`src/logic/dgcs_defs.vh`:
```
`ifndef DGCS_DEFS_VH
`define DGCS_DEFS_VH

// register byte offsets inside the block's window
`define DGCS_OFF_CTRL 8'h00
`define DGCS_OFF_STAT 8'h04
`define DGCS_OFF_ADDR 8'h08
`define DGCS_OFF_CRC 8'h0c

// global control fields
`define DGCS_CTRL_ON 15
`define DGCS_CTRL_SUSPEND 12
`define DGCS_CTRL_BUSY 11
`define DGCS_CTRL_RESET 32'h00000000

// last access status fields
`define DGCS_STAT_DIR 3
`define DGCS_STAT_CH_HI 2
`define DGCS_STAT_CH_LO 0
`define DGCS_STAT_RESET 32'h00000000
`define DGCS_ADDR_RESET 32'h00000000

// crc control fields
`define DGCS_CRC_CRC_BYTE_ORDER_HI 29
`define DGCS_CRC_CRC_BYTE_ORDER_LO 28
`define DGCS_CRC_WBO 27
`define DGCS_CRC_CRC_BIT_REFLECT 24
`define DGCS_CRC_POLYNOMIAL_LENGTH_HI 12
`define DGCS_CRC_POLYNOMIAL_LENGTH_LO 8
`define DGCS_CRC_EN 7
`define DGCS_CRC_APP 6
`define DGCS_CRC_TYP 5
`define DGCS_CRC_CH_HI 2
`define DGCS_CRC_CH_LO 0
`define DGCS_CRC_WMASK 32'h39001fe7
`define DGCS_CRC_RESET 32'h00000000

// axi responses
`define DGCS_RESP_OKAY 2'h0
`define DGCS_RESP_SLVERR 2'h2

// data path
`define DGCS_FIFO_DEPTH 8
`define DGCS_FIFO_AW 3
`define DGCS_WORD_W 69

`endif

```
`src/logic/dgcs_fifo.v`:
```
module dgcs_fifo #(
	parameter W = 69,
	parameter D = 8,
	parameter AW = 3
) (
	// clock and reset
	input wire clk,
	input wire rst,
	// fill side
	input wire inEnNxt,
	input wire inValid,
	input wire [W-1:0] inData,
	output reg inReady_r,
	// drain side
	input wire outReady,
	output reg outValid_r,
	output reg [W-1:0] outData_r,
	output wire idle
);

	localparam [AW:0] FULL = D[AW:0];

	reg [W-1:0] mem [0:D-1];
	reg [AW-1:0] wrPtr_r;
	reg [AW-1:0] rdPtr_r;
	reg [AW:0] fill_r;
	reg [AW:0] fill_nxt;
	wire push;
	wire pop;

	assign push = inValid && inReady_r;
	// read data always come out of the output register
	assign pop = (fill_r != {(AW+1){1'b0}}) && (!outValid_r || outReady);
	assign idle = (fill_r == {(AW+1){1'b0}}) && !outValid_r;

	always @*
	begin
		fill_nxt = fill_r;
		if (push && !pop)
			fill_nxt = fill_r + {{AW{1'b0}}, 1'b1};
		else if (pop && !push)
			fill_nxt = fill_r - {{AW{1'b0}}, 1'b1};
	end

	always @(posedge clk)
	begin
		if (push)
			mem[wrPtr_r] <= inData;
	end

	always @(posedge clk or posedge rst)
	begin
		if (rst)
		begin
			wrPtr_r <= {AW{1'b0}};
			rdPtr_r <= {AW{1'b0}};
			fill_r <= {(AW+1){1'b0}};
			inReady_r <= 1'b0;
			outValid_r <= 1'b0;
			outData_r <= {W{1'b0}};
		end
		else
		begin
			fill_r <= fill_nxt;
			// ready is registered, so it promises room for one more push
			inReady_r <= inEnNxt && (fill_nxt < FULL);
			if (push)
				wrPtr_r <= wrPtr_r + {{(AW-1){1'b0}}, 1'b1};
			if (pop)
			begin
				rdPtr_r <= rdPtr_r + {{(AW-1){1'b0}}, 1'b1};
				outData_r <= mem[rdPtr_r];
				outValid_r <= 1'b1;
			end
			else if (outReady)
				outValid_r <= 1'b0;
		end
	end

endmodule

```
`src/logic/dgcs_axil_slave.v`:
```
`include "dgcs_defs.vh"

module dgcs_axil_slave (
	// clock and reset
	input wire clk,
	input wire rst,
	// write address and data
	input wire [31:0] s_axi_awaddr,
	input wire s_axi_awvalid,
	output reg s_axi_awready,
	input wire [31:0] s_axi_wdata,
	input wire [3:0] s_axi_wstrb,
	input wire s_axi_wvalid,
	output reg s_axi_wready,
	// write response
	output reg [1:0] s_axi_bresp,
	output reg s_axi_bvalid,
	input wire s_axi_bready,
	// read address
	input wire [31:0] s_axi_araddr,
	input wire s_axi_arvalid,
	output reg s_axi_arready,
	// read data
	output reg [31:0] s_axi_rdata,
	output reg [1:0] s_axi_rresp,
	output reg s_axi_rvalid,
	input wire s_axi_rready,
	// register file side
	output wire wrEn,
	output wire [7:0] wrAddr,
	output wire [31:0] wrData,
	output wire [3:0] wrStrb,
	input wire wrErr,
	output wire [7:0] rdAddr,
	input wire [31:0] rdData,
	input wire rdErr
);

	reg awHeld_r;
	reg wHeld_r;
	reg arHeld_r;
	reg [7:0] awAddr_r;
	reg [31:0] wData_r;
	reg [3:0] wStrb_r;
	reg [7:0] arAddr_r;

	// address and data may arrive in either order; the write waits for both
	assign wrEn = awHeld_r && wHeld_r && !s_axi_bvalid;
	assign wrAddr = awAddr_r;
	assign wrData = wData_r;
	assign wrStrb = wStrb_r;
	assign rdAddr = arAddr_r;

	always @(posedge clk or posedge rst)
	begin
		if (rst)
		begin
			s_axi_awready <= 1'b1;
			s_axi_wready <= 1'b1;
			s_axi_arready <= 1'b1;
			s_axi_bvalid <= 1'b0;
			s_axi_bresp <= `DGCS_RESP_OKAY;
			s_axi_rvalid <= 1'b0;
			s_axi_rresp <= `DGCS_RESP_OKAY;
			s_axi_rdata <= 32'h00000000;
			awHeld_r <= 1'b0;
			wHeld_r <= 1'b0;
			arHeld_r <= 1'b0;
			awAddr_r <= 8'h00;
			wData_r <= 32'h00000000;
			wStrb_r <= 4'h0;
			arAddr_r <= 8'h00;
		end
		else
		begin
			if (s_axi_awvalid && s_axi_awready)
			begin
				awHeld_r <= 1'b1;
				awAddr_r <= s_axi_awaddr[7:0];
				s_axi_awready <= 1'b0;
			end
			if (s_axi_wvalid && s_axi_wready)
			begin
				wHeld_r <= 1'b1;
				wData_r <= s_axi_wdata;
				wStrb_r <= s_axi_wstrb;
				s_axi_wready <= 1'b0;
			end
			if (wrEn)
			begin
				awHeld_r <= 1'b0;
				wHeld_r <= 1'b0;
				s_axi_awready <= 1'b1;
				s_axi_wready <= 1'b1;
				s_axi_bvalid <= 1'b1;
				s_axi_bresp <= wrErr ? `DGCS_RESP_SLVERR : `DGCS_RESP_OKAY;
			end
			else if (s_axi_bvalid && s_axi_bready)
				s_axi_bvalid <= 1'b0;
			if (s_axi_arvalid && s_axi_arready)
			begin
				arHeld_r <= 1'b1;
				arAddr_r <= s_axi_araddr[7:0];
				s_axi_arready <= 1'b0;
			end
			if (arHeld_r && !s_axi_rvalid)
			begin
				arHeld_r <= 1'b0;
				s_axi_rvalid <= 1'b1;
				s_axi_rdata <= rdData;
				s_axi_rresp <= rdErr ? `DGCS_RESP_SLVERR : `DGCS_RESP_OKAY;
			end
			else if (s_axi_rvalid && s_axi_rready)
			begin
				s_axi_rvalid <= 1'b0;
				s_axi_arready <= 1'b1;
			end
		end
	end

endmodule

```
`src/logic/dgcs_top.v`:
```
// Behaviour
// - enable bit 15 turns the whole engine on
// - suspend bit 12 stops new bus accesses
// - activity bit 11 reads engine busy state
// - unimplemented bits ignore writes, read zero
// - status bit 3 shows last direction, read=1
// - status bits 2-0 hold last channel
// - address register holds last access, resets zero
// - crc enable routes selected channel through crc
// - crc channel field picks channel 0 to 7
// - crc type selects checksum or polynomial crc
// - append mode feeds crc only, writes result
//
// The implementer's own choices: the AXI4-Lite register port and the placing of the registers.
`include "dgcs_defs.vh"

module dgcs_top (
	// clock and reset
	input wire clk,
	input wire rst,
	// axi4-lite register port
	input wire [31:0] s_axi_awaddr,
	input wire s_axi_awvalid,
	output wire s_axi_awready,
	input wire [31:0] s_axi_wdata,
	input wire [3:0] s_axi_wstrb,
	input wire s_axi_wvalid,
	output wire s_axi_wready,
	output wire [1:0] s_axi_bresp,
	output wire s_axi_bvalid,
	input wire s_axi_bready,
	input wire [31:0] s_axi_araddr,
	input wire s_axi_arvalid,
	output wire s_axi_arready,
	output wire [31:0] s_axi_rdata,
	output wire [1:0] s_axi_rresp,
	output wire s_axi_rvalid,
	input wire s_axi_rready,
	// access requests from the channel engines
	input wire accValid,
	input wire [31:0] accAddr,
	input wire [31:0] accData,
	input wire [2:0] accChannel,
	input wire accRead,
	input wire accLast,
	output wire accReady,
	// accesses toward the system data bus
	output reg busValid_r,
	input wire busReady,
	output reg [31:0] busAddr_r,
	output reg [31:0] busData_r,
	output reg [2:0] busChannel_r,
	output reg busRead_r,
	output reg busLast_r,
	// crc routing of the offered access
	output reg busCrcRoute_r,
	output reg busToDest_r,
	output reg busCrcType_r,
	output reg crcAppendWrite_r,
	// crc settings for the crc unit
	output reg [31:0] crcControl_r,
	// global state
	output reg engineActiveFlag_r
);

	localparam W = `DGCS_WORD_W;

	reg on_r;
	reg on_nxt;
	reg suspend_r;
	reg suspend_nxt;
	reg [31:0] crc_nxt;
	reg lastAccessDirection_r;
	reg [2:0] lastChannelNumber_r;
	reg [31:0] lastAccessAddress_r;
	reg [31:0] rdMux;
	reg rdErr;
	reg wrErr;
	reg [31:0] merged;

	wire wrEn;
	wire [7:0] wrAddr;
	wire [31:0] wrData;
	wire [3:0] wrStrb;
	wire [7:0] rdAddr;
	wire [31:0] byteMask;
	wire fifoOutValid;
	wire [W-1:0] fifoOutData;
	wire fifoIdle;
	wire stageLoad;
	wire busTaken;
	wire [W-1:0] accWord;
	wire routeHit;

	dgcs_axil_slave bus (
		.clk(clk),
		.rst(rst),
		.s_axi_awaddr(s_axi_awaddr),
		.s_axi_awvalid(s_axi_awvalid),
		.s_axi_awready(s_axi_awready),
		.s_axi_wdata(s_axi_wdata),
		.s_axi_wstrb(s_axi_wstrb),
		.s_axi_wvalid(s_axi_wvalid),
		.s_axi_wready(s_axi_wready),
		.s_axi_bresp(s_axi_bresp),
		.s_axi_bvalid(s_axi_bvalid),
		.s_axi_bready(s_axi_bready),
		.s_axi_araddr(s_axi_araddr),
		.s_axi_arvalid(s_axi_arvalid),
		.s_axi_arready(s_axi_arready),
		.s_axi_rdata(s_axi_rdata),
		.s_axi_rresp(s_axi_rresp),
		.s_axi_rvalid(s_axi_rvalid),
		.s_axi_rready(s_axi_rready),
		.wrEn(wrEn),
		.wrAddr(wrAddr),
		.wrData(wrData),
		.wrStrb(wrStrb),
		.wrErr(wrErr),
		.rdAddr(rdAddr),
		.rdData(rdMux),
		.rdErr(rdErr)
	);

	assign byteMask = {{8{wrStrb[3]}}, {8{wrStrb[2]}}, {8{wrStrb[1]}}, {8{wrStrb[0]}}};

	// address decode for the write direction
	always @*
	begin
		wrErr = 1'b1;
		if (wrAddr == `DGCS_OFF_CTRL || wrAddr == `DGCS_OFF_CRC)
			wrErr = 1'b0;
		// read-only registers accept the write and drop it
		if (wrAddr == `DGCS_OFF_STAT || wrAddr == `DGCS_OFF_ADDR)
			wrErr = 1'b0;
	end

	// global control write, honouring byte strobes
	always @*
	begin
		on_nxt = on_r;
		suspend_nxt = suspend_r;
		if (wrEn && wrAddr == `DGCS_OFF_CTRL)
		begin
			if (wrStrb[1])
			begin
				on_nxt = wrData[`DGCS_CTRL_ON];
				suspend_nxt = wrData[`DGCS_CTRL_SUSPEND];
			end
		end
	end

	// crc control write; only implemented bits survive
	always @*
	begin
		merged = (crcControl_r & ~byteMask) | (wrData & byteMask);
		crc_nxt = crcControl_r;
		if (wrEn && wrAddr == `DGCS_OFF_CRC)
		begin
			crc_nxt = merged & `DGCS_CRC_WMASK;
			// reordered writes rule out append mode
			if (crc_nxt[`DGCS_CRC_WBO])
				crc_nxt[`DGCS_CRC_APP] = 1'b0;
		end
	end

	// read data; every unimplemented position reads zero
	always @*
	begin
		rdMux = 32'h00000000;
		rdErr = 1'b0;
		case (rdAddr)
			`DGCS_OFF_CTRL:
			begin
				rdMux[`DGCS_CTRL_ON] = on_r;
				rdMux[`DGCS_CTRL_SUSPEND] = suspend_r;
				rdMux[`DGCS_CTRL_BUSY] = engineActiveFlag_r;
			end
			`DGCS_OFF_STAT:
			begin
				rdMux[`DGCS_STAT_DIR] = lastAccessDirection_r;
				rdMux[`DGCS_STAT_CH_HI:`DGCS_STAT_CH_LO] = lastChannelNumber_r;
			end
			`DGCS_OFF_ADDR:
				rdMux = lastAccessAddress_r;
			`DGCS_OFF_CRC:
				rdMux = crcControl_r;
			default:
				rdErr = 1'b1;
		endcase
	end

	always @(posedge clk or posedge rst)
	begin
		if (rst)
		begin
			on_r <= 1'b0;
			suspend_r <= 1'b0;
			crcControl_r <= `DGCS_CRC_RESET;
		end
		else
		begin
			on_r <= on_nxt;
			suspend_r <= suspend_nxt;
			crcControl_r <= crc_nxt;
		end
	end

	// the fifo only takes requests while the engine is on
	assign accWord = {accLast, accRead, accChannel, accData, accAddr};

	dgcs_fifo #(
		.W(W),
		.D(`DGCS_FIFO_DEPTH),
		.AW(`DGCS_FIFO_AW)
	) queue (
		.clk(clk),
		.rst(rst),
		.inEnNxt(on_nxt),
		.inValid(accValid),
		.inData(accWord),
		.inReady_r(accReady),
		.outReady(stageLoad),
		.outValid_r(fifoOutValid),
		.outData_r(fifoOutData),
		.idle(fifoIdle)
	);

	// a suspended or disabled engine starts no new access, but an access
	// already offered on the bus is held until taken so the bus never sees
	// a withdrawn request
	assign stageLoad = on_r && !suspend_r && (!busValid_r || busReady);
	assign busTaken = busValid_r && busReady;
	assign routeHit = crcControl_r[`DGCS_CRC_EN] &&
		(fifoOutData[66:64] == crcControl_r[`DGCS_CRC_CH_HI:`DGCS_CRC_CH_LO]);

	always @(posedge clk or posedge rst)
	begin
		if (rst)
		begin
			busValid_r <= 1'b0;
			busAddr_r <= 32'h00000000;
			busData_r <= 32'h00000000;
			busChannel_r <= 3'h0;
			busRead_r <= 1'b0;
			busLast_r <= 1'b0;
			busCrcRoute_r <= 1'b0;
			busToDest_r <= 1'b0;
			busCrcType_r <= 1'b0;
		end
		else if (fifoOutValid && stageLoad)
		begin
			busValid_r <= 1'b1;
			busAddr_r <= fifoOutData[31:0];
			busData_r <= fifoOutData[63:32];
			busChannel_r <= fifoOutData[66:64];
			busRead_r <= fifoOutData[67];
			busLast_r <= fifoOutData[68];
			busCrcRoute_r <= routeHit;
			// append mode keeps routed writes away from the destination
			busToDest_r <= !(routeHit && crcControl_r[`DGCS_CRC_APP]);
			busCrcType_r <= crcControl_r[`DGCS_CRC_TYP];
		end
		else if (busReady)
			busValid_r <= 1'b0;
	end

	// last-access records and end-of-block crc write request
	always @(posedge clk or posedge rst)
	begin
		if (rst)
		begin
			lastAccessDirection_r <= 1'b0;
			lastChannelNumber_r <= 3'h0;
			lastAccessAddress_r <= `DGCS_ADDR_RESET;
			crcAppendWrite_r <= 1'b0;
			engineActiveFlag_r <= 1'b0;
		end
		else
		begin
			crcAppendWrite_r <= busTaken && busLast_r && busCrcRoute_r && !busToDest_r;
			if (busTaken)
			begin
				lastAccessDirection_r <= busRead_r;
				lastChannelNumber_r <= busChannel_r;
				lastAccessAddress_r <= busAddr_r;
			end
			// busy while on or while queued or offered data remain
			engineActiveFlag_r <= on_nxt || busValid_r || !fifoIdle;
		end
	end

endmodule

```
`config.mk`:
```
export PLATFORM = sky130hd
export DESIGN_NAME = dgcs_top
export DESIGN_NICKNAME = d
export VERILOG_FILES = /design/src/logic/dgcs_fifo.v /design/src/logic/dgcs_axil_slave.v /design/src/logic/dgcs_top.v
export VERILOG_INCLUDE_DIRS = /design/src /design/src/logic
export SDC_FILE = /design/constraint.sdc
export NUM_CORES = 1
export LEC_CHECK = 0
export BUFFER_PORTS_ARGS = -buffer_cell sky130_fd_sc_hd__buf_2
export CAP_MARGIN = 10
export CELL_PAD_IN_SITES_DETAIL_PLACEMENT = 1
export CELL_PAD_IN_SITES_GLOBAL_PLACEMENT = 1
export CORE_MARGIN = 1
export CORE_UTILIZATION = 27
export CTS_CLUSTER_DIAMETER = 200
export DETAILED_ROUTE_END_ITERATION = 8
export GPL_TIMING_DRIVEN = 0
export HOLD_SLACK_MARGIN = 0.15
export PLACE_DENSITY = 0.46
export SETUP_SLACK_MARGIN = 0.15
export SLEW_MARGIN = 20
export SYNTH_ARGS = -nofsm -noshare
export SYNTH_HDL_FRONTEND = slang
export SYNTH_SLANG_ARGS = --single-unit
```
`constraint.sdc`:
```
create_clock -name clk -period 7.5 [get_ports clk]
set_input_delay 0.375 -clock clk [delete_from_list [all_inputs] [get_ports clk]]
set_output_delay 0.375 -clock clk [all_outputs]
set_load 0.01 [all_outputs]
```
=== After elaboration in Yosys (flattened, before gate mapping) ===
Memory sizes are Yosys's and may differ from the RTL's. A register that Yosys moved wholly into a read port is not among the register bits.
Index checks and enable logic that the tools add are counted.

* Register bits: 234
* Memory bits (writable): 552
* Input port bits: 178
* Output and inout bits: 149
* Logic and storage cells: 146
* Memories kept: 1

{| class="wikitable"
|+ Memory list
! memory !! depth !! width !! read ports !! clocked after memory_dff !! wr ports !! line !! RTL
|-
| queue.mem || 8 || 69 || 1 || 1 || 1 || dgcs_fifo.v:23 || <nowiki>reg [W-1:0] mem [0:D-1];</nowiki>
|}

* Add/subtract/negate cells: 4
* Magnitude comparators: 1
* Eq/ne operators: 7
* Muxes and demuxes: 38
* Bitwise logic cells: 4
* Reduce and logical (&&, ||, !) cells: 54

{| class="wikitable"
|+ Operators by type and width
! operator !! number
|-
| $and A30 B30 Y30 || 2
|-
| $eq A8 B4 Y1 const B || 4
|-
| $pmux W16 S2 || 1
|-
| $not A30 Y30 || 1
|-
| $or A30 B30 Y30 || 1
|-
| $mux W1 || 28
|-
| $logic_and A1 B1 Y1 || 25
|-
| $eq A8 B3 Y1 const B || 2
|-
| $logic_not A8 Y1 || 2
|-
| $pmux W7 S2 || 1
|-
| $reduce_bool A2 Y1 || 7
|-
| $pmux W4 S3 || 1
|-
| $logic_not A1 Y1 || 10
|-
| $mux W4 || 2
|-
| $add A3 B1 Y3 const B || 2
|-
| $logic_or A1 B1 Y1 || 6
|-
| $mux W2 || 3
|-
| $pmux W2 S3 || 1
|-
| $add A4 B1 Y4 const B || 1
|-
| $logic_not A4 Y1 || 1
|-
| $lt A4 B4 Y1 const B || 1
|-
| $reduce_bool A4 Y1 || 1
|-
| $reduce_or A4 Y1 || 1
|-
| $sub A4 B1 Y4 const B || 1
|-
| other kinds (3) || 3
|}

=== Logic depth before layout (Yosys ltp) ===
Gate-level depths: netlist of run 1.

* Depth after elaboration: 10
* Gate-level depth with buffers: 11
* Mapped depth without buffers: 10

=== Modules after synthesis ===
A second synthesis of run 1 with hierarchy kept.

* Cell total of the unflattened synthesis: 1991
* Area total of the unflattened synthesis: 33583.5 um^2

{| class="wikitable"
|+ Modules (own cells, without submodules)
! module !! times used !! cells an instance !! area an instance (um^2)
|-
| dgcs_fifo || 1 || 1396 || 24362.1
|-
| dgcs_top || 1 || 382 || 5559.1
|-
| dgcs_axil_slave || 1 || 213 || 3662.3
|}

=== Least setup slack after synthesis of run 1 ===
OpenSTA, ideal clock, no wires.

* Path kind: register -> register
* Start: register queue.inReady_r
* End: memory queue.mem[0][0], enable pin
* Arrival: 5514 ps
* Data required time: 6919 ps
* Path slack: 1405 ps
* Cell stages (with the launch flop): 4
* Clock period less this slack: 6095 ps
* Cell sequence: dfrtp_1 nand2_1 or2_2 nor3_1

* Cells in the longest elaborated chain, start to end: 3

{| class="wikitable"
|+ RTL lines
! element !! line !! RTL
|-
| start, declared || dgcs_fifo.v:13 || <nowiki>output reg inReady_r,</nowiki>
|-
| start signal, assigned || dgcs_fifo.v:66 || <nowiki>inReady_r <= inEnNxt && (fill_nxt < FULL);</nowiki>
|-
| $logic_and A1 B1 Y1 || dgcs_fifo.v:31 || <nowiki>assign push = inValid && inReady_r;</nowiki>
|-
| $mux W1 || dgcs_fifo.v:47 || <nowiki>if (push)</nowiki>
|-
| $mux W1 (not written as such) || dgcs_fifo.v:48 || <nowiki>mem[wrPtr_r] <= inData;</nowiki>
|-
| end, declared || dgcs_fifo.v:23 ||
|}

No other way between the ends.

=== Final worst setup path of run 1 ===
* Start: input port busReady
* End: register queue.inReady_r

* Cells in the longest elaborated chain, start to end: 9
* Elaborated cells between the ends (all ways): 11

{| class="wikitable"
|+ RTL lines
! element !! line !! RTL
|-
| start, declared || dgcs_top.v:49 || <nowiki>input wire busReady,</nowiki>
|-
| $logic_or A1 B1 Y1 * || dgcs_top.v:232 || <nowiki>assign stageLoad = on_r && !suspend_r && (!busValid_r || busReady);</nowiki>
|-
| $logic_and A1 B1 Y1 * || dgcs_top.v:232 ||
|-
| $logic_or A1 B1 Y1 * || dgcs_fifo.v:33 || <nowiki>assign pop = (fill_r != {(AW+1){1'b0}}) && (!outValid_r || outReady);</nowiki>
|-
| $logic_and A1 B1 Y1 * || dgcs_fifo.v:33 ||
|-
| $logic_and A1 B1 Y1 / $logic_not A1 Y1 (equally long branches) || dgcs_fifo.v:41, dgcs_fifo.v:39 ||
|-
| $mux W4 / $logic_and A1 B1 Y1 (equally long branches) || dgcs_fifo.v:41, dgcs_fifo.v:39 ||
|-
| $mux W4 * || dgcs_fifo.v:39 || <nowiki>if (push && !pop)</nowiki>
|-
| net queue.fill_nxt[3] || dgcs_fifo.v:27 || <nowiki>reg [AW:0] fill_nxt;</nowiki>
|-
| $lt A4 B4 Y1 * || dgcs_fifo.v:66 ||
|-
| $logic_and A1 B1 Y1 * || dgcs_fifo.v:66 ||
|}

Mark *: on every way through the listed nets, which the timed path passes. The rest lies on a longest branch.
A chain may end at the register's enable or synchronous reset.

==> summary.txt, run 1 <==
STA
  • Final period utilization: between 40% and 50%
  • Final setup violation count: 0
  • Final Slew Violations: 0
  • RSZ-0062 raised after global routing: no
  • Max frequency: roughly 0.30 GHz
  • Crit path time final: approximately 3.4 ns
  • Final hold viol count: 0
  • Worst Tran Pin Value: 0.971 ns
  • Max_slew headroom: 35.3%
  • Fin Clk Skew: 0.0163 ns
  • Setup tns final: 0 ns

Floorplan
  • Number of cell rows: about 130
  • Die Height: 346 um
  • IO Pins: roughly 330
  • Core area: 117000 um2
  • Starting Density: 27.4%
  • DIE WIDTH: 346 um
  • Die Area: 120000 um2

Detailed routing
  • Via Count: 16421
  • First-iteration detailed-routing DRC count: 635
  • Remaining antenna violation count after routing: 0
  • 1st-pass router iterations: 5
  • Vias/cell: 4.42
  • DRC Markers: 0
  • Post-Route WL: 86400 um
  • DR WL/cell: 23.3 um

Synth
  • Unique masters post-synth: 42
  • Primary FF master, synth: edfxtp_1
  • Asr flop ratio synth: between 30% and 40%
  • FF+latch count, synth: around 840
  • Seq/Total Area, Yosys: 74.3%
  • Yosys warnings: 0
  • EDFF count, synth: 552
  • Syn Std Cell Area: 31900 um2
  • Synth Instances: 1571
  • Synth Area per Inst: 20.3 um2

Global route
  • Remaining global-route overflow: 0
  • GRT Total Usage: 14.6%
  • Vias in the first global route: 18422
  • First-pass GRT wire length: between 100000 and 150000 um
  • Pin count of the biggest net entering global routing: 34
  • Initial antenna violation count: 16

Critical path
  • Reg-to-reg slack, setup: approximately 4.1 ns
  • Worst-case reg-to-reg path depth: 10
  • CP max FO: 10
  • CP Launch Type: input pin
  • Critical Setup Path Class: input pin to flop
  • Critical path origin: busReady
  • Worst R2R End: queue.inReady_r
  • End of the critical path: queue.inReady_r
  • R2r startpoint: busValid_r
  • Crit path DAT: 3.90 ns
  • Setup crit end kind: flop
  • Crit path required time: 8.02 ns

Power and ir drop
  • Sw Ratio: 26.5%
  • LEAKAGE: 15.6 nW
  • Pwr dens: about 320 nW/um2
  • Comb power frac: 18.2%
  • Clock Power Share: 37.9%
  • Sw Pwr: 0.00342 W
  • Flop pwr share: 44.0%
  • VDD IR max: 0.000217 V
  • Power after layout: 0.0129 W
  • Int Pwr: 0.00949 W

Placement
  • GP Congestion: approximately 0.73
  • Placed cell count: approximately 3400
  • Hpwl dp: 60000 um
  • Placed Area: approximately 36000 um2
  • PortBufs: 242

Outcome
  • Status: complete, no violations

Clocking
  • CTS max path bufs: 3
  • CTS sink cnt: approximately 840
  • Clk root buf: clkbuf_16
  • CTS resizes: 0
  • Htree depth: 3
  • Skew-Pair Late Insertion Delay: 0.67 ns
  • CTS tree: built
  • CTS buffer count: 97
  • Clock-pin slew on the worst setup and hold paths: 0.06 ns

Cells and area
  • # nets final: 2290
  • Fin util: 34.9%
  • Layout cells sized above 1: 43.7%
  • Finished Layout Cells: 3713
  • Final instance area: 40800 um2
  • Area Overhead vs Synth: 27.6%

Hold path
  • Worst hold path class: input pin to flop

Job
  • Max-Cap Viols: 0
==> cell usage in the layout, fill, tap and decap left out, types with 12 or more instances in the layout <==
cell and n:
mux4_2 138, nand2_1 47, dfrtp_1 283, buf_2 256, buf_6 19, clkbuf_8 12, buf_16 17, dlygate4sd3_1 112
clkbuf_16 99, mux2i_1 18, nor2_1 19, o21ai_0 26, buf_4 38, conb_1 19, a22o_1 16, clkinv_2 19
clkbuf_1 50, mux2_2 292, edfxtp_1 552, inv_1 13, buf_12 21
==> state kept, by name, indices dropped and copies added (netlist names), 2 cells and up, named ones only <==
signal               count
crcControl_r             2
bus.wrStrb               3
bus.wrData              16
queue.wrPtr_r            3
lastChannelNumber_r      3
bus.wrAddr               8
bus.rdAddr               8
queue.fill_r             4
queue.rdPtr_r            3
busAddr_r               32
queue.mem              552
queue.outData_r         69
lastAccessAddress_r     32
bus.s_axi_rdata         32
busChannel_r             3
busData_r               32
==> synth_stat cells (2+ instances only) <==
cell type	instances	area [um2]
nor2_1	25	93.8
a22oi_1	3	22.5
buf_2	14	70.1
dfrtp_1	283	7080
nand4_1	4	25.0
or4_4	2	22.5
xnor2_1	6	52.6
ha_1	7	87.6
buf_4	19	143
a21oi_1	10	50.1
nand2_1	47	176
or2_2	3	18.8
clkbuf_1	31	116
nor2b_1	2	12.5
edfxtp_1	552	16600
a22o_1	16	140
o21ai_0	26	130
mux2i_1	18	180
buf_1	10	37.5
buf_6	13	146
inv_1	14	52.6
nand3_1	2	10.0
o41ai_1	2	17.5
mux4_2	138	3110
nand2b_1	6	37.5
dfstp_2	3	78.8
a31oi_1	5	31.3
nor3_1	5	25.0
mux2_2	292	3290
==> power groups by stage <==
| stage | logic [W] | registers [W] | clock network [W] |
|---|---|---|---|
| floorplan | 0.00151 | 0.00571 | 0 |
| global placement | 0.00229 | 0.00577 | 0 |
| detailed placement | 0.00236 | 0.00578 | 0 |
| CTS | 0.00243 | 0.00569 | 0.00508 |
| global route | 0.00256 | 0.00574 | 0.00523 |
| finish | 0.00234 | 0.00568 | 0.00489 |
==> worst min path at each step <==
stage                          endpoint     startpoint  cells past startpoint
finish                 queue.wrPtr_r[0]       accValid                      4
global route           queue.wrPtr_r[0]       accValid                      4
CTS                    queue.wrPtr_r[0]       accValid                      4
detailed placement  queue.outData_r[28]            rst                      3
global placement       crcAppendWrite_r    busToDest_r                      1
floorplan             bus.s_axi_arready  s_axi_arvalid                      1
==> worst max-delay path, cell delays in order <==
cell and delay [ns]:
dlygate4sd3_1 0.58, buf_2 0.13, nand2b_1 0.14, a31o_2 0.16, clkbuf_1 0.37, nand2_1 0.53
buf_2 0.39, ha_1 0.31, nand2b_1 0.21, o41ai_1 0.38, xor2_1 0.23, nor2_1 0.09
==> kinds of logic (layout without fill, tap and decap cells) <==
group           after synthesis  after routing  share of synthesized area (%)
flops                       838            838                           74.3
mux                         448            448                           20.6
simple gates                102            102                           1.50
buf+inv                     101            699                           1.77
compound gates               67             67                           1.35
fa+ha+maj                     7              7                          0.274
xor+xnor                      7              7                          0.192
other cells                   1             21                         0.0117
==> area by class of cell <==
type | count | area [um2]
diodes | 2 | 5.00
plain buffers | 87 | 513
clock buffers | 130 | 2710
clock inverters | 51 | 629
fillers | 11632 | 75900
inverters | 14 | 56.3
multi-input cells | 650 | 7770
flip-flops and latches | 838 | 23700
well taps | 1524 | 1910
repair buffers | 417 | 3430
==> routing by layer <==
layer | global-route usage (%) | up-vias | share of wire, %
li1 | - | 7240 | -
met1 | 18.6 | 8701 | 44
met2 | 25.3 | 339 | 50
met3 | 2.74 | 123 | 4.1
met4 | 3.85 | 18 | 1.9
met5 | 0 | - | 0.13
==> what timing repair did <==
| item | CTS | global route |
|---|---|---|
| hold endpoints to repair | 671 | 0 |
| buffers inserted | 0 | 0 |
| hold buffers | 112 | 0 |
==> through the flow <==
step / setup slack [ns] / hold slack, ns
6_report: 4.12 / 0.197
5_1_grt: 3.82 / 0.221
4_1_cts: 4.07 / 0.154
3_5_place_dp: 4.01 / 0.428
3_3_place_gp: -5.79 / 0.452
2_1_floorplan: 1.41 / 0.438
Note: power is estimated with default switching activity, not from simulation.
==> run 2: changes to the inputs <==
==> constraint.sdc (replaced) <==
create_clock -name clk -period 2.9 [get_ports clk]
set_input_delay 0.145 -clock clk [delete_from_list [all_inputs] [get_ports clk]]
set_output_delay 0.145 -clock clk [all_outputs]
set_load 0.01 [all_outputs]
==> run 2 against run 1 <==
Final cell count down 0.27%; clock-buffer cell count up 11; final area about the same; critical path depth down 2; combinational power rose to 2.6 times the previous value; clock power rose to 2.6 times the previous value; core utilization about the same; largest power group unchanged.
==> summary.txt, run 2 (synthesis gave the netlist of run 1 again) <==
Job
  • Max-Cap Viols: 0

Floorplan
  • Starting Density: 27.4%
  • Core area: 117000 um2
  • IO Pins: 327
  • DIE WIDTH: 346 um
  • Die Area: 120000 um2
  • Number of cell rows: 125
  • Die Height: approximately 350 um

Critical path
  • Critical Setup Path Class: flop to flop
  • Critical-path cell list: inv_1, ha_1, nand2_4, nand2_4, clkbuf_4, ha_1, nand2b_1, o41ai_2, xor2_1, nor2_1
  • Crit-path max cell delay: 0.42 ns
  • Crit path required time: 3.43 ns
  • CP Launch Type: flop
  • Setup crit end kind: flop
  • Slowest CP cell: dfrtp_1
  • CP max FO: 10
  • Crit path DAT: between 3 and 4 ns

Global route
  • Pin count of the biggest net entering global routing: 32
  • Vias in the first global route: 18276
  • Initial antenna violation count: 8
  • First-pass GRT wire length: 128000 um
  • GRT Total Usage: 14.6%
  • Remaining global-route overflow: 0

Clocking
  • CTS tree: built
  • CTS buffer count: 97
  • Setup bufs post-CTS: 0
  • Clk root buf: clkbuf_16
  • Htree depth: 3
  • CTS max path bufs: 3
  • Clock-pin slew on the worst setup and hold paths: 0.06 ns
  • Skew-Pair Late Insertion Delay: 0.68 ns
  • CTS sink cnt: approximately 840

Power and ir drop
  • VDD IR max: between 0.0004 and 0.0005 V
  • Int Pwr: 0.0246 W
  • Power after layout: 0.0334 W
  • Clock Power Share: 37.7%
  • LEAKAGE: 15.6 nW
  • Pwr dens: 819 nW/um2
  • Sw Ratio: 26.3%
  • Comb power frac: 18.2%
  • Flop pwr share: 44.1%
  • Sw Pwr: 0.00878 W

Cells and area
  • Layout cells sized above 1: 43.6%
  • Area Overhead vs Synth: 27.7%
  • Fill count: 11648
  • Max reg flops: 552
  • # nets final: 2280
  • Final instance area: 40800 um2
  • Top reg by flops: queue.mem
  • Largest registers: queue.mem (552), queue.outData_r (69)
  • Most common cell after layout, fill and taps aside: edfxtp_1
  • Fin util: 34.9%
  • Commonest cells after routing, fill and taps aside: edfxtp_1, mux2_2, dfrtp_1, buf_2, mux4_2

Detailed routing
  • Via Count: about 16000
  • First-iteration detailed-routing DRC count: 795
  • DRC Markers: 0
  • Post-Route WL: 85900 um
  • 1st-pass router iterations: 4
  • Remaining antenna violation count after routing: 0
  • DR WL/cell: 23.2 um
  • Vias/cell: 4.41

Placement
  • Hpwl dp: roughly 60000 um
  • Placed Area: 36300 um2
  • GP Congestion: a little over 0.7
  • DP Worst Slack: -0.443 ns
  • PortBufs: roughly 240

Hold path
  • Worst hold path class: input pin to flop

STA
  • Crit path time final: approximately 2.6 ns
  • Final Slew Violations: 0
  • Final period utilization: 88.3%
  • Final hold viol count: 0
  • Worst Hold Margin: 0.207 ns
  • Fin Clk Skew: between 0.02 and 0.03 ns
  • Setup slack after layout: ~0.34 ns
  • Max_slew headroom: 33.1%
  • Max frequency: 0.390 GHz
  • Final setup violation count: 0
  • RSZ-0062 raised after global routing: yes
  • Worst Tran Pin Value: 1.00 ns

Outcome
  • Status: complete, no violations
run 2: worst max-delay path: cells and delay by family (launching register included):
| kind | cells | cell delay [ns] |
|---|---|---|
| simple gates | 4 | 0.62 |
| fa+ha+maj | 2 | 0.54 |
| compound gates | 1 | 0.25 |
| buf+inv | 2 | 0.37 |
| flops | 1 | 0.42 |
| xor+xnor | 1 | 0.22 |
run 2: per-layer routing:
metal	track usage, %	vias up	part of all wire, %
met2	24.3	332	49
met5	0	-	0.082
met3	2.81	122	3.7
li1	-	7230	-
met4	3.44	12	1.8
met1	19.6	8643	46
run 2: path summary, 6_finish.rpt:
kind	depth (start not counted)	slack, ns	endpoint	from
max	10	0.34	queue.inReady_r	queue.fill_r[1]
max in group asynchronous	8	0.89	queue.outData_r[58]	rst
min in group asynchronous	4	0.70	queue.outData_r[26]	rst
max reg2reg	10	0.34	queue.inReady_r	queue.fill_r[1]
min reg2reg	2	0.48	bus.s_axi_rdata[12]	bus.s_axi_rdata[12]
min	3	0.21	bus.s_axi_awready	s_axi_awvalid
run 2: area by class of cell:
| class | count | area (um2) | area share, % |
|---|---|---|---|
| antenna | 2 | 5.00 | 0.0123 |
| buffer | 86 | 533 | 1.31 |
| clock buffer | 141 | 2720 | 6.68 |
| clock inverter | 40 | 593 | 1.45 |
| inverter | 14 | 56.3 | 0.138 |
| multi-input combinational | 650 | 7820 | 19.2 |
| sequential | 838 | 23700 | 58.2 |
| tap | 1524 | 1910 | 4.68 |
| timing repair buffer | 408 | 3400 | 8.34 |
run 2: repair_timing:
| action | CTS | global route |
|---|---|---|
| setup endpoints to repair | 71 | 26 |
| cloned | 0 | 0 |
| hold buffers | 115 | 0 |
| hold endpoints to repair | 646 | 0 |
| gates resized for setup | 12 | 12 |
| pin swaps | 0 | 0 |
run 2: power by group through the flow:
| stage | Clock (W) | Combinational (W) | Sequential [W] |
|---|---|---|---|
| 2_1_floorplan | 0 | 0.00392 | 0.0148 |
| 3_3_place_gp | 0 | 0.00594 | 0.0150 |
| 3_5_place_dp | 0 | 0.00609 | 0.0150 |
| 4_1_cts | 0.0130 | 0.00628 | 0.0148 |
| 5_1_grt | 0.0134 | 0.00667 | 0.0149 |
| 6_report | 0.0126 | 0.00609 | 0.0147 |
run 2: through the flow:
| step | setup TNS [ns] | cells |
|---|---|---|
| final | 0 | 3703 |
| after global routing | 0 | 3702 |
| after CTS | 0 | 3701 |
| after detailed placement | -10.62 | 3406 |
| after global placement | -1682.17 | 3355 |
| after floorplan | -293.96 | 1589 |
